[src/core/ssec_regs.vh]
`ifndef SSEC_REGS_VH
`define SSEC_REGS_VH

// register offsets on the serial port (15-bit address space)
`define SSEC_ADDR_W 15
`define SSEC_OFF_SRC_SEL 15'h139
`define SSEC_OFF_PULSE_CNT 15'h13E
`define SSEC_OFF_POWER_DOWN 15'h140
`define SSEC_OFF_DDLY_EN 15'h141
`define SSEC_OFF_DDLY_STEPS 15'h142
`define SSEC_OFF_SYNC_CTRL 15'h143
`define SSEC_OFF_SYNC_EXCL 15'h144
`define SSEC_OFF_REFDIV_SYNC 15'h145

// reset values
`define SSEC_RST_SRC_SEL 2'h0
`define SSEC_RST_PULSE_CNT 2'h3
`define SSEC_RST_POWER_DOWN 5'h00
`define SSEC_RST_DDLY_EN 8'h00
`define SSEC_RST_DDLY_STEPS 8'h00
`define SSEC_RST_SYNC_CTRL 8'h01
`define SSEC_RST_SYNC_EXCL 8'h00
`define SSEC_RST_REFDIV_SYNC 8'h00

// power-down register fields
`define SSEC_PD_REF_PORT 4
`define SSEC_PD_SYSREF_GBL 3
`define SSEC_PD_SYSREF_BLK 2
`define SSEC_PD_SYSREF_DLY 1
`define SSEC_PD_PULSER 0

// sync control fields
`define SSEC_SC_CLEAR 7
`define SSEC_SC_EDGE 6
`define SSEC_SC_INVERT 5
`define SSEC_SC_ENABLE 4
`define SSEC_SC_HOLD_L2 3
`define SSEC_SC_HOLD_L1 2
`define SSEC_SC_MODE_HI 1
`define SSEC_SC_MODE_LO 0

// trigger modes
`define SSEC_MODE_OFF 2'h0
`define SSEC_MODE_PIN 2'h1
`define SSEC_MODE_PULSER_PIN 2'h2
`define SSEC_MODE_PULSER_WRITE 2'h3

// reference divider sync fields
`define SSEC_RD_L1_EN 6
`define SSEC_RD_L1_SRC_HI 5
`define SSEC_RD_L1_SRC_LO 4
`define SSEC_RD_L2_EN 3
`define SSEC_RD_HALVE 2
`define SSEC_RD_SRC_PIN 2'h1
`define SSEC_RD_SRC_CLK0 2'h2

// exclusion / enable masks: bit 7 sysref, bits 6:0 even device clocks
`define SSEC_SYSREF_BIT 7

// timing
`define SSEC_CLK_MHZ 100
`define SSEC_SYNC_MIN_NS 30
`define SSEC_PULSE_HALF_NS 40
`define SSEC_STEP_GAP_NS 80
`define SSEC_SYNC_MIN_CYC ((`SSEC_SYNC_MIN_NS * `SSEC_CLK_MHZ + 999) / 1000)
`define SSEC_PULSE_HALF_CYC ((`SSEC_PULSE_HALF_NS * `SSEC_CLK_MHZ + 999) / 1000)
`define SSEC_STEP_GAP_CYC ((`SSEC_STEP_GAP_NS * `SSEC_CLK_MHZ + 999) / 1000)

`endif

[src/core/ssec_ctrl.v]
`timescale 1ns/1ps
`include "ssec_regs.vh"

module ssec_ctrl #(
    parameter SYNC_MIN_CYC = `SSEC_SYNC_MIN_CYC,
    parameter PULSE_HALF_CYC = `SSEC_PULSE_HALF_CYC,
    parameter STEP_GAP_CYC = `SSEC_STEP_GAP_CYC
) (
    input wire clk_sys_i,
    input wire arst_n_i,
    input wire ce_i,
    input wire spi_cs_n_i,
    input wire spi_sclk_i,
    input wire spi_sdi_i,
    output wire spi_sdo_o,
    output wire spi_sdo_oe_n_o,
    input wire sync_pin_i,
    input wire loop1_lock_i,
    input wire loop2_lock_i,
    input wire clock_input_zero_i,
    output reg ref_port_power_down_o,
    output reg sysref_global_power_down_o,
    output reg sysref_block_power_down_o,
    output reg sysref_delay_power_down_o,
    output reg pulser_power_down_o,
    output reg sysref_clear_o,
    output reg [1:0] sysref_source_select_o,
    output reg sync_active_o,
    output reg sysref_sync_hold_o,
    output reg [6:0] clock_sync_hold_o,
    output reg sysref_pulse_o,
    output reg [7:0] dyn_delay_step_o,
    output reg loop1_refdiv_sync_o,
    output reg loop2_refdiv_sync_o,
    output reg aux_input_halve_o
);
    localparam P_IDLE = 2'h0;
    localparam P_HIGH = 2'h1;
    localparam P_LOW = 2'h2;

    wire wr;
    wire [`SSEC_ADDR_W-1:0] addr;
    wire [7:0] wdata;
    reg [7:0] rd_data;

    reg [1:0] src_sel_ff;
    reg [1:0] pulse_cnt_ff;
    reg [4:0] power_down_ff;
    reg [7:0] dyn_delay_enable_ff;
    reg [7:0] dyn_delay_step_count_ff;
    reg [7:0] sync_control_ff;
    reg [7:0] sync_exclude_mask_ff;
    reg [7:0] ref_divider_sync_config_ff;

    reg pin_meta_ff;
    reg pin_sync_ff;
    reg req_prev_ff;
    reg pin_prev_ff;
    reg [7:0] hold_cnt_ff;
    reg [1:0] pls_state_ff;
    reg [3:0] pls_left_ff;
    reg [7:0] pls_timer_ff;
    reg [7:0] steps_left_ff;
    reg [7:0] gap_cnt_ff;

    ssec_spi_port u_spi (
        .clk_sys_i(clk_sys_i),
        .arst_n_i(arst_n_i),
        .ce_i(ce_i),
        .spi_cs_n_i(spi_cs_n_i),
        .spi_sclk_i(spi_sclk_i),
        .spi_sdi_i(spi_sdi_i),
        .rd_data_i(rd_data),
        .spi_sdo_o(spi_sdo_o),
        .spi_sdo_oe_n_o(spi_sdo_oe_n_o),
        .wr_o(wr),
        .addr_o(addr),
        .wdata_o(wdata)
    );

    // field decode
    wire [1:0] mode = sync_control_ff[`SSEC_SC_MODE_HI:`SSEC_SC_MODE_LO];
    wire blk_pd = power_down_ff[`SSEC_PD_SYSREF_BLK];
    // no sync and no pulser while the sysref block is down
    wire sync_on = sync_control_ff[`SSEC_SC_ENABLE] & ~blk_pd;
    wire wr_pulse_cnt = wr && addr == `SSEC_OFF_PULSE_CNT;
    wire wr_steps = wr && addr == `SSEC_OFF_DDLY_STEPS;

    // software register writes
    always @(posedge clk_sys_i or negedge arst_n_i) begin
        if (!arst_n_i) begin
            src_sel_ff <= `SSEC_RST_SRC_SEL;
            pulse_cnt_ff <= `SSEC_RST_PULSE_CNT;
            power_down_ff <= `SSEC_RST_POWER_DOWN;
            dyn_delay_enable_ff <= `SSEC_RST_DDLY_EN;
            dyn_delay_step_count_ff <= `SSEC_RST_DDLY_STEPS;
            sync_control_ff <= `SSEC_RST_SYNC_CTRL;
            sync_exclude_mask_ff <= `SSEC_RST_SYNC_EXCL;
            ref_divider_sync_config_ff <= `SSEC_RST_REFDIV_SYNC;
        end else if (ce_i && wr) begin
            case (addr)
                `SSEC_OFF_SRC_SEL: src_sel_ff <= wdata[1:0];
                `SSEC_OFF_PULSE_CNT: pulse_cnt_ff <= wdata[1:0];
                `SSEC_OFF_POWER_DOWN: power_down_ff <= wdata[4:0];
                `SSEC_OFF_DDLY_EN: dyn_delay_enable_ff <= wdata;
                `SSEC_OFF_DDLY_STEPS: dyn_delay_step_count_ff <= wdata;
                `SSEC_OFF_SYNC_CTRL: sync_control_ff <= wdata;
                `SSEC_OFF_SYNC_EXCL: sync_exclude_mask_ff <= wdata;
                // bits 1:0 belong to the input buffer, not to this block
                `SSEC_OFF_REFDIV_SYNC: ref_divider_sync_config_ff <= {1'b0, wdata[6:2], 2'h0};
                default: ;
            endcase
        end
    end

    // read mux; unmapped addresses read zero
    always @* begin
        case (addr)
            `SSEC_OFF_SRC_SEL: rd_data = {6'h00, src_sel_ff};
            `SSEC_OFF_PULSE_CNT: rd_data = {6'h00, pulse_cnt_ff};
            `SSEC_OFF_POWER_DOWN: rd_data = {3'h0, power_down_ff};
            `SSEC_OFF_DDLY_EN: rd_data = dyn_delay_enable_ff;
            `SSEC_OFF_DDLY_STEPS: rd_data = dyn_delay_step_count_ff;
            `SSEC_OFF_SYNC_CTRL: rd_data = sync_control_ff;
            `SSEC_OFF_SYNC_EXCL: rd_data = sync_exclude_mask_ff;
            `SSEC_OFF_REFDIV_SYNC: rd_data = ref_divider_sync_config_ff;
            default: rd_data = 8'h00;
        endcase
    end

    // pin synchroniser; only the second stage is looked at
    always @(posedge clk_sys_i or negedge arst_n_i) begin
        if (!arst_n_i) begin
            pin_meta_ff <= 1'b0;
            pin_sync_ff <= 1'b0;
        end else if (ce_i) begin
            pin_meta_ff <= sync_pin_i;
            pin_sync_ff <= pin_meta_ff;
        end
    end

    // polarity after synchronising, so an async edge makes exactly one event
    wire pin_lvl = pin_sync_ff ^ sync_control_ff[`SSEC_SC_INVERT];
    wire pin_rise = pin_lvl & ~pin_prev_ff;
    // lock gating: keep sync asserted while the selected loop is unlocked
    wire lock_hold = (sync_control_ff[`SSEC_SC_HOLD_L1] & ~loop1_lock_i) |
        (sync_control_ff[`SSEC_SC_HOLD_L2] & ~loop2_lock_i);
    wire req_lvl = pin_lvl | lock_hold;
    wire req_rise = req_lvl & ~req_prev_ff;
    wire edge_mode = sync_control_ff[`SSEC_SC_EDGE];
    wire pin_mode = sync_on && mode == `SSEC_MODE_PIN;
    wire pulser_ok = sync_on & ~power_down_ff[`SSEC_PD_PULSER];
    wire trig_pin = pulser_ok && mode == `SSEC_MODE_PULSER_PIN && req_rise;
    wire trig_wr = pulser_ok && mode == `SSEC_MODE_PULSER_WRITE && wr_pulse_cnt;
    // level mode follows the request; edge mode keeps a minimum hold after a rise
    wire sync_now = pin_mode & (edge_mode ? (hold_cnt_ff != 8'h00) | lock_hold :
        req_lvl);

    // edge-mode minimum hold timer
    always @(posedge clk_sys_i or negedge arst_n_i) begin
        if (!arst_n_i) begin
            pin_prev_ff <= 1'b0;
            req_prev_ff <= 1'b0;
            hold_cnt_ff <= 8'h00;
        end else if (ce_i) begin
            pin_prev_ff <= pin_lvl;
            req_prev_ff <= req_lvl;
            if (pin_mode && edge_mode && pin_rise) begin
                hold_cnt_ff <= SYNC_MIN_CYC[7:0];
            end else if (hold_cnt_ff != 8'h00) begin
                hold_cnt_ff <= hold_cnt_ff - 8'h01;
            end
        end
    end

    // pulser: 1, 2, 4 or 8 pulses per trigger; a trigger while busy is ignored
    always @(posedge clk_sys_i or negedge arst_n_i) begin
        if (!arst_n_i) begin
            pls_state_ff <= P_IDLE;
            pls_left_ff <= 4'h0;
            pls_timer_ff <= 8'h00;
            sysref_pulse_o <= 1'b0;
        end else if (ce_i) begin
            case (pls_state_ff)
                P_IDLE: begin
                    sysref_pulse_o <= 1'b0;
                    if (trig_pin || trig_wr) begin
                        pls_state_ff <= P_HIGH;
                        // a write in mode 3 uses its own new count
                        pls_left_ff <= 4'h1 << (trig_wr ? wdata[1:0] : pulse_cnt_ff);
                        pls_timer_ff <= PULSE_HALF_CYC[7:0];
                        sysref_pulse_o <= 1'b1;
                    end
                end
                P_HIGH: begin
                    if (pls_timer_ff == 8'h01) begin
                        pls_state_ff <= P_LOW;
                        pls_timer_ff <= PULSE_HALF_CYC[7:0];
                        pls_left_ff <= pls_left_ff - 4'h1;
                        sysref_pulse_o <= 1'b0;
                    end else begin
                        pls_timer_ff <= pls_timer_ff - 8'h01;
                    end
                end
                P_LOW: begin
                    if (pls_timer_ff == 8'h01) begin
                        if (pls_left_ff == 4'h0) begin
                            pls_state_ff <= P_IDLE;
                        end else begin
                            pls_state_ff <= P_HIGH;
                            pls_timer_ff <= PULSE_HALF_CYC[7:0];
                            sysref_pulse_o <= 1'b1;
                        end
                    end else begin
                        pls_timer_ff <= pls_timer_ff - 8'h01;
                    end
                end
                default: begin
                    pls_state_ff <= P_IDLE;
                    sysref_pulse_o <= 1'b0;
                end
            endcase
            // powering down mid-train stops it at once
            if (!pulser_ok) begin
                pls_state_ff <= P_IDLE;
                sysref_pulse_o <= 1'b0;
            end
        end
    end

    // dynamic delay stepping: only a write to the step count starts it
    always @(posedge clk_sys_i or negedge arst_n_i) begin
        if (!arst_n_i) begin
            steps_left_ff <= 8'h00;
            gap_cnt_ff <= 8'h00;
            dyn_delay_step_o <= 8'h00;
        end else if (ce_i) begin
            dyn_delay_step_o <= 8'h00;
            if (wr_steps) begin
                // a new count restarts in mode 3 and cancels stepping in other modes; zero means no adjustment
                steps_left_ff <= (mode == `SSEC_MODE_PULSER_WRITE) ? wdata : 8'h00;
                gap_cnt_ff <= 8'h00;
            end else if (gap_cnt_ff != 8'h00) begin
                gap_cnt_ff <= gap_cnt_ff - 8'h01;
            end else if (steps_left_ff != 8'h00) begin
                dyn_delay_step_o <= dyn_delay_enable_ff;
                steps_left_ff <= steps_left_ff - 8'h01;
                gap_cnt_ff <= STEP_GAP_CYC[7:0] - 8'h01;
            end
        end
    end

    // registered control and sync outputs
    always @(posedge clk_sys_i or negedge arst_n_i) begin
        if (!arst_n_i) begin
            ref_port_power_down_o <= 1'b0;
            sysref_global_power_down_o <= 1'b0;
            sysref_block_power_down_o <= 1'b0;
            sysref_delay_power_down_o <= 1'b0;
            pulser_power_down_o <= 1'b0;
            sysref_clear_o <= 1'b0;
            sysref_source_select_o <= 2'h0;
            sync_active_o <= 1'b0;
            sysref_sync_hold_o <= 1'b0;
            clock_sync_hold_o <= 7'h00;
            loop1_refdiv_sync_o <= 1'b0;
            loop2_refdiv_sync_o <= 1'b0;
            aux_input_halve_o <= 1'b0;
        end else if (ce_i) begin
            ref_port_power_down_o <= power_down_ff[`SSEC_PD_REF_PORT];
            // each sysref output applies its own disable mode to this level
            sysref_global_power_down_o <= power_down_ff[`SSEC_PD_SYSREF_GBL];
            sysref_block_power_down_o <= blk_pd;
            sysref_delay_power_down_o <= power_down_ff[`SSEC_PD_SYSREF_DLY];
            pulser_power_down_o <= power_down_ff[`SSEC_PD_PULSER];
            sysref_clear_o <= sync_control_ff[`SSEC_SC_CLEAR];
            sysref_source_select_o <= src_sel_ff;
            sync_active_o <= sync_now;
            sysref_sync_hold_o <= sync_now &
                ~sync_exclude_mask_ff[`SSEC_SYSREF_BIT];
            clock_sync_hold_o <= {7{sync_now}} & ~sync_exclude_mask_ff[6:0];
            // loop1 divider: pin or clock input zero, reserved codes do nothing
            loop1_refdiv_sync_o <= ref_divider_sync_config_ff[`SSEC_RD_L1_EN] &
                ((ref_divider_sync_config_ff[5:4] == `SSEC_RD_SRC_PIN & pin_lvl) |
                (ref_divider_sync_config_ff[5:4] == `SSEC_RD_SRC_CLK0 &
                clock_input_zero_i));
            loop2_refdiv_sync_o <= ref_divider_sync_config_ff[`SSEC_RD_L2_EN] &
                pin_lvl;
            aux_input_halve_o <= ref_divider_sync_config_ff[`SSEC_RD_HALVE];
        end
    end
endmodule // ssec_ctrl

[src/core/ssec_spi_port.v]
`timescale 1ns/1ps
`include "ssec_regs.vh"

// serial register port: frame is rw bit, 15 address bits, 8 data bits, msb first
module ssec_spi_port (
    input wire clk_sys_i,
    input wire arst_n_i,
    input wire ce_i,
    input wire spi_cs_n_i,
    input wire spi_sclk_i,
    input wire spi_sdi_i,
    input wire [7:0] rd_data_i,
    output wire spi_sdo_o,
    output wire spi_sdo_oe_n_o,
    output wire wr_o,
    output wire [`SSEC_ADDR_W-1:0] addr_o,
    output wire [7:0] wdata_o
);
    reg sclk_ff;
    reg [22:0] shift_ff;
    reg [4:0] cnt_ff;
    reg rw_ff;
    reg [`SSEC_ADDR_W-1:0] addr_ff;
    reg [7:0] out_ff;
    reg [7:0] wdata_ff;
    reg wr_ff;
    reg oe_n_ff;
    wire sclk_rise = spi_sclk_i & ~sclk_ff;
    wire sclk_fall = ~spi_sclk_i & sclk_ff;

    // sclk is sampled as an ordinary input, so it must run well below clk_sys_i / 4
    always @(posedge clk_sys_i or negedge arst_n_i) begin
        if (!arst_n_i) begin
            sclk_ff <= 1'b0;
            shift_ff <= 23'h000000;
            cnt_ff <= 5'h00;
            rw_ff <= 1'b0;
            addr_ff <= 15'h0000;
            out_ff <= 8'h00;
            wdata_ff <= 8'h00;
            wr_ff <= 1'b0;
            oe_n_ff <= 1'b1;
        end else if (ce_i) begin
            sclk_ff <= spi_sclk_i;
            wr_ff <= 1'b0;
            if (spi_cs_n_i) begin
                cnt_ff <= 5'h00;
                oe_n_ff <= 1'b1;
            end else if (sclk_rise) begin
                shift_ff <= {shift_ff[21:0], spi_sdi_i};
                if (cnt_ff != 5'h18) begin
                    cnt_ff <= cnt_ff + 5'h01;
                end
                // header complete: latch direction and address
                if (cnt_ff == 5'h0F) begin
                    rw_ff <= shift_ff[14];
                    addr_ff <= {shift_ff[13:0], spi_sdi_i};
                end
                // last data bit of a write frame
                if (cnt_ff == 5'h17 && !rw_ff) begin
                    wdata_ff <= {shift_ff[6:0], spi_sdi_i};
                    wr_ff <= 1'b1;
                end
            end else if (sclk_fall && rw_ff && cnt_ff >= 5'h10) begin
                // read data launched on falling edges for the host's rising edge
                oe_n_ff <= 1'b0;
                if (cnt_ff == 5'h10) begin
                    out_ff <= rd_data_i;
                end else begin
                    out_ff <= {out_ff[6:0], 1'b0};
                end
            end
        end
    end

    assign spi_sdo_o = out_ff[7];
    assign spi_sdo_oe_n_o = oe_n_ff;
    assign wr_o = wr_ff;
    assign addr_o = addr_ff;
    assign wdata_o = wdata_ff;
endmodule // ssec_spi_port

[config.mk]
export PLATFORM = sky130hd
export DESIGN_NAME = ssec_ctrl
export DESIGN_NICKNAME = d
export VERILOG_FILES = /design/src/core/ssec_ctrl.v /design/src/core/ssec_spi_port.v
export VERILOG_INCLUDE_DIRS = /design/src /design/src/core
export SDC_FILE = /design/constraint.sdc
export NUM_CORES = 1
export LEC_CHECK = 0
export ABC_AREA = 1
export BUFFER_PORTS_ARGS = -buffer_cell sky130_fd_sc_hd__buf_2
export CORE_MARGIN = 8
export CORE_UTILIZATION = 50
export CTS_CLUSTER_SIZE = 25
export DETAILED_ROUTE_END_ITERATION = 10
export PLACE_DENSITY_LB_ADDON = 0.2
export REMOVE_ABC_BUFFERS = 1
export SYNTH_ARGS = -nofsm -noshare
export SYNTH_HDL_FRONTEND = slang
export SYNTH_HIERARCHICAL = 1
export SYNTH_SLANG_ARGS = --single-unit
[constraint.sdc]
create_clock -name clk_sys_i -period 1.85 [get_ports clk_sys_i]
set_input_delay 0.2775 -clock clk_sys_i [delete_from_list [all_inputs] [get_ports clk_sys_i]]
set_output_delay 0.2775 -clock clk_sys_i [all_outputs]
set_load 0.01 [all_outputs]
==> reports/qor.txt <==
SYNTH
------------------------------------------------------------------------------------
Number of standard cells after synthesis ..............................         1103
Number of distinct library cells after synthesis ......................           48
Sequential fraction of the synthesis area .............................       0.4820
Synthesized area ......................................................     8940 um2
Syn_area_per_cell .....................................................    8.105 um2
YS warnings ...........................................................            6
Dominant synthesized flop cell ........................................ sky130_fd_sc_hd__dfrtp_1
Post-synthesis sequential element count ...............................          172
Number of synthesized flops with an enable pin ........................            0
Proportion of synthesized flip-flops having asynchronous set or reset .        1.000

TIMING
------------------------------------------------------------------------------------
Minimum hold slack ....................................................     46.02 ps
Hold Fails Final Rpt ..................................................            0
Max Fclk ..............................................................    547.0 MHz
Setup repair after global routing missed its margin ...................          yes
Max-slew headroom .....................................................       0.7537
Final worst-path cycle share ..........................................       0.9883
Tmin final ............................................................      1828 ps
Slew @ Worst Pin ......................................................     366.6 ps
Final setup violation count ...........................................            0
Total count of max-transition violations in the final report ..........            0
Clock tree skew after final layout ....................................     8.393 ps
Setup WS post-layout ..................................................     21.68 ps

POWER AND IR DROP
------------------------------------------------------------------------------------
Leakage ...............................................................     5.247 nW
Maximum resistive drop on vdd .........................................    0.6671 mV
Power density over the cells .......................................... 926.0 nW/um2

CELLS AND AREA
------------------------------------------------------------------------------------
Most common library cell in the layout ignoring fill and taps ......... sky130_fd_sc_hd__nand2_1
Post-layout instance count excluding filler cells .....................         1440
Layout cells sized above 1 ............................................       0.1891
Antenna diodes ........................................................            0
Total number of nets in the final design ..............................         1223
Signed area change from the synthesized netlist to the final layout ...       18.00%
Most used cells in the layout excluding fill and tap cells ............ sky130_fd_sc_hd__nand2_1, sky130_fd_sc_hd__dfrtp_1, sky130_fd_sc_hd__o21ai_0

ROUTE
------------------------------------------------------------------------------------
Number of detailed-route iterations in the first pass .................            5
Routed wirelength normalized by instance count ........................     14.87 um
Vias after detailed routing ...........................................         7497
Post-DRT Antenna Nets .................................................            0
First-iteration detailed-routing DRC count ............................          524
Drt drc ...............................................................            0
Number of vias per cell ...............................................        5.206
Final wirelength ......................................................     21410 um

WORST SETUP PATH
------------------------------------------------------------------------------------
CP arrival ............................................................      2200 ps
Most frequent cell on the critical path ............................... sky130_fd_sc_hd__nand2_1
Maximum fanout encountered on the critical timing path ................            7
Worst setup SP type ...................................................         flop
Cells along the critical path ......................................... nor2_2 -> inv_1 -> nor3_2 -> nand2_2 -> o21a_1 -> nand3_1 -> nand4_1 -> nand2_1 -> nand2_1 -> nand2_1
Required time of the critical path ....................................      2220 ps
CP endpoint kind ......................................................         flop
Worst r2r path cells ..................................................           10
Maximum single-stage delay on the critical path .......................       490 ps
Slowest stage cell on the critical path ............................... sky130_fd_sc_hd__dfrtp_2
Setup Crit Path Kind ..................................................   reg -> reg

CLOCK NETWORK
------------------------------------------------------------------------------------
Clock H-tree levels ...................................................            4
Number of clock buffers inserted by TritonCTS .........................           17
Clock-pin slew on the worst setup and hold paths ......................        70 ps
Maximum buffer depth of the clock tree ................................            2
Total number of clock tree sinks ......................................          172
Buffer type at the clock tree root .................................... sky130_fd_sc_hd__clkbuf_16
Clock latency at the later pin of the worst-skew pair .................       430 ps
Clock tree from TritonCTS .............................................        built

PLACEMENT
------------------------------------------------------------------------------------
Final RePlAce weighted congestion .....................................       0.9384
Number of placed instances with taps included .........................         1396
Number of buffers added on ports ......................................           40
Dpl ws ................................................................    -104.7 ps
DPL Wire Length .......................................................     15220 um

FLOORPLANNING
------------------------------------------------------------------------------------
Count of standard-cell rows ...........................................           49
Vertical die dimension ................................................     149.7 um
Die width .............................................................     149.7 um
Die ar. ...............................................................    22410 um2
Ports placed on the boundary ..........................................           41
Std-Cell Core Area ....................................................    17780 um2
Starting utilization of the core area .................................       0.5028

FLOW RUN
------------------------------------------------------------------------------------
Number of max-capacitance violations reported .........................            0

GLOBAL ROUTE
------------------------------------------------------------------------------------
Overflow left after global routing ....................................            0
Initial antenna violation count .......................................            0
Wire length of the first global-routing pass ..........................     35650 um
Gr usage total ........................................................       0.1977
Number of global-route vias before repair .............................         7178
Largest net degree at the start of global routing .....................           54

STATUS
------------------------------------------------------------------------------------
Result of the run ..................................................... complete, no violations

MIN PATH
------------------------------------------------------------------------------------
Hold Path Depth .......................................................            3
Class of the tightest hold or removal check ...........................    in -> reg

[kinds of logic (layout without fill, tap and decap cells)]
| group | count (synthesis) | after routing | share of synthesized area |
|---|---|---|---|
| flip-flops | 172 | 172 | 0.4820 |
| XOR/XNOR | 20 | 20 | 0.02043 |
| buffers and inverters | 146 | 253 | 0.07306 |
| AND/OR/NAND/NOR | 594 | 595 | 0.3045 |
| adder cells (fa/ha/maj) | 15 | 15 | 0.02099 |
| AO/OA/AOI/OAI | 156 | 156 | 0.09895 |
[cell type report]
| type | count | area, um2 |
|---|---|---|
| fill | 1597 | 7231 |
| tap | 229 | 286.5 |
| clock inverter | 10 | 163.9 |
| clock buffer | 22 | 464.2 |
| timing repair inverter | 1 | 6.256 |
| inverter | 119 | 462.9 |
| multi-input combinational | 786 | 4106 |
| sequential | 172 | 4310 |
| timing repair buffer | 101 | 748.2 |
[cells in the mapped netlist, drive strengths merged (2+ instances only)]
cell	count	area share
o21ai	139	0.085
xor2	15	0.016
nor2	92	0.052
inv	115	0.049
a21oi	6	0.0046
dfstp	4	0.012
o21a	6	0.0050
nand4	31	0.022
nand2	366	0.16
a31oi	2	0.0014
o211ai	3	0.0025
nand3b	2	0.0017
nor3	11	0.0067
ha	15	0.021
nand3	82	0.053
xnor2	5	0.0049
clkinv	4	0.0022
nor4	4	0.0035
dfrtp	168	0.47
or2	3	0.0021
buf	21	0.019
clkbuf	6	0.0025
[power by group]
group	leakage, nW	switching, W	internal (W)
registers	2.31	0.000236	0.00408
clock network	0.304	0.00151	0.00234
logic	2.63	0.000970	0.000631
[timing repair]
| action | in CTS | in global routing |
|---|---|---|
| hold buffers | 1 | 0 |
| endpoints found under the hold margin | 26 | 0 |
| resized for setup | 5 | 34 |
| pin swaps | 3 | 14 |
| cloned | 0 | 2 |
| buffers inserted | 3 | 6 |
| setup endpoints to repair | 5 | 42 |
[final timing paths]
path                                      startpoint                         to  slack, ps
min                                       sync_pin_i                pin_meta_ff         50
max in group asynchronous                   arst_n_i       u_spi/spi_sdo_oe_n_o        870
max reg2reg                          u_spi/addr_o[3]            u_spi/out_ff[2]         20
min reg2reg                sysref_source_select_o[0]  sysref_source_select_o[0]        480
max                                  u_spi/addr_o[3]            u_spi/out_ff[2]         20
min in group asynchronous                   arst_n_i             hold_cnt_ff[5]        300
[metal layers]
layer  part of all wire  global-route usage
met1               0.47              0.2621
met2               0.47              0.3236
met3              0.042             0.03568
met4              0.018             0.06097
met5                  0                   0
[critical path, delay by kind of cell, from the launching register on]
| kind | cells | cell delay, ps |
|---|---|---|
| AND/OR/NAND/NOR | 8 | 930 |
| flip-flops | 1 | 490 |
| AO/OA/AOI/OAI | 1 | 220 |
| buffers and inverters | 1 | 120 |
[metrics by stage]
stage          cell area (um2)  setup TNS (ps)    util  power, W
2_1_floorplan             8746               0       -  0.005533
3_3_place_gp              9672          -137.6  0.5440  0.005931
3_5_place_dp              9672          -264.6  0.5440  0.005983
4_1_cts                  10360               0  0.5825  0.009835
5_1_grt                  10550          -525.9  0.5933   0.01028
6_report                 10550               0  0.5933  0.009768
No activity file was read; power rests on OpenSTA's default activity.
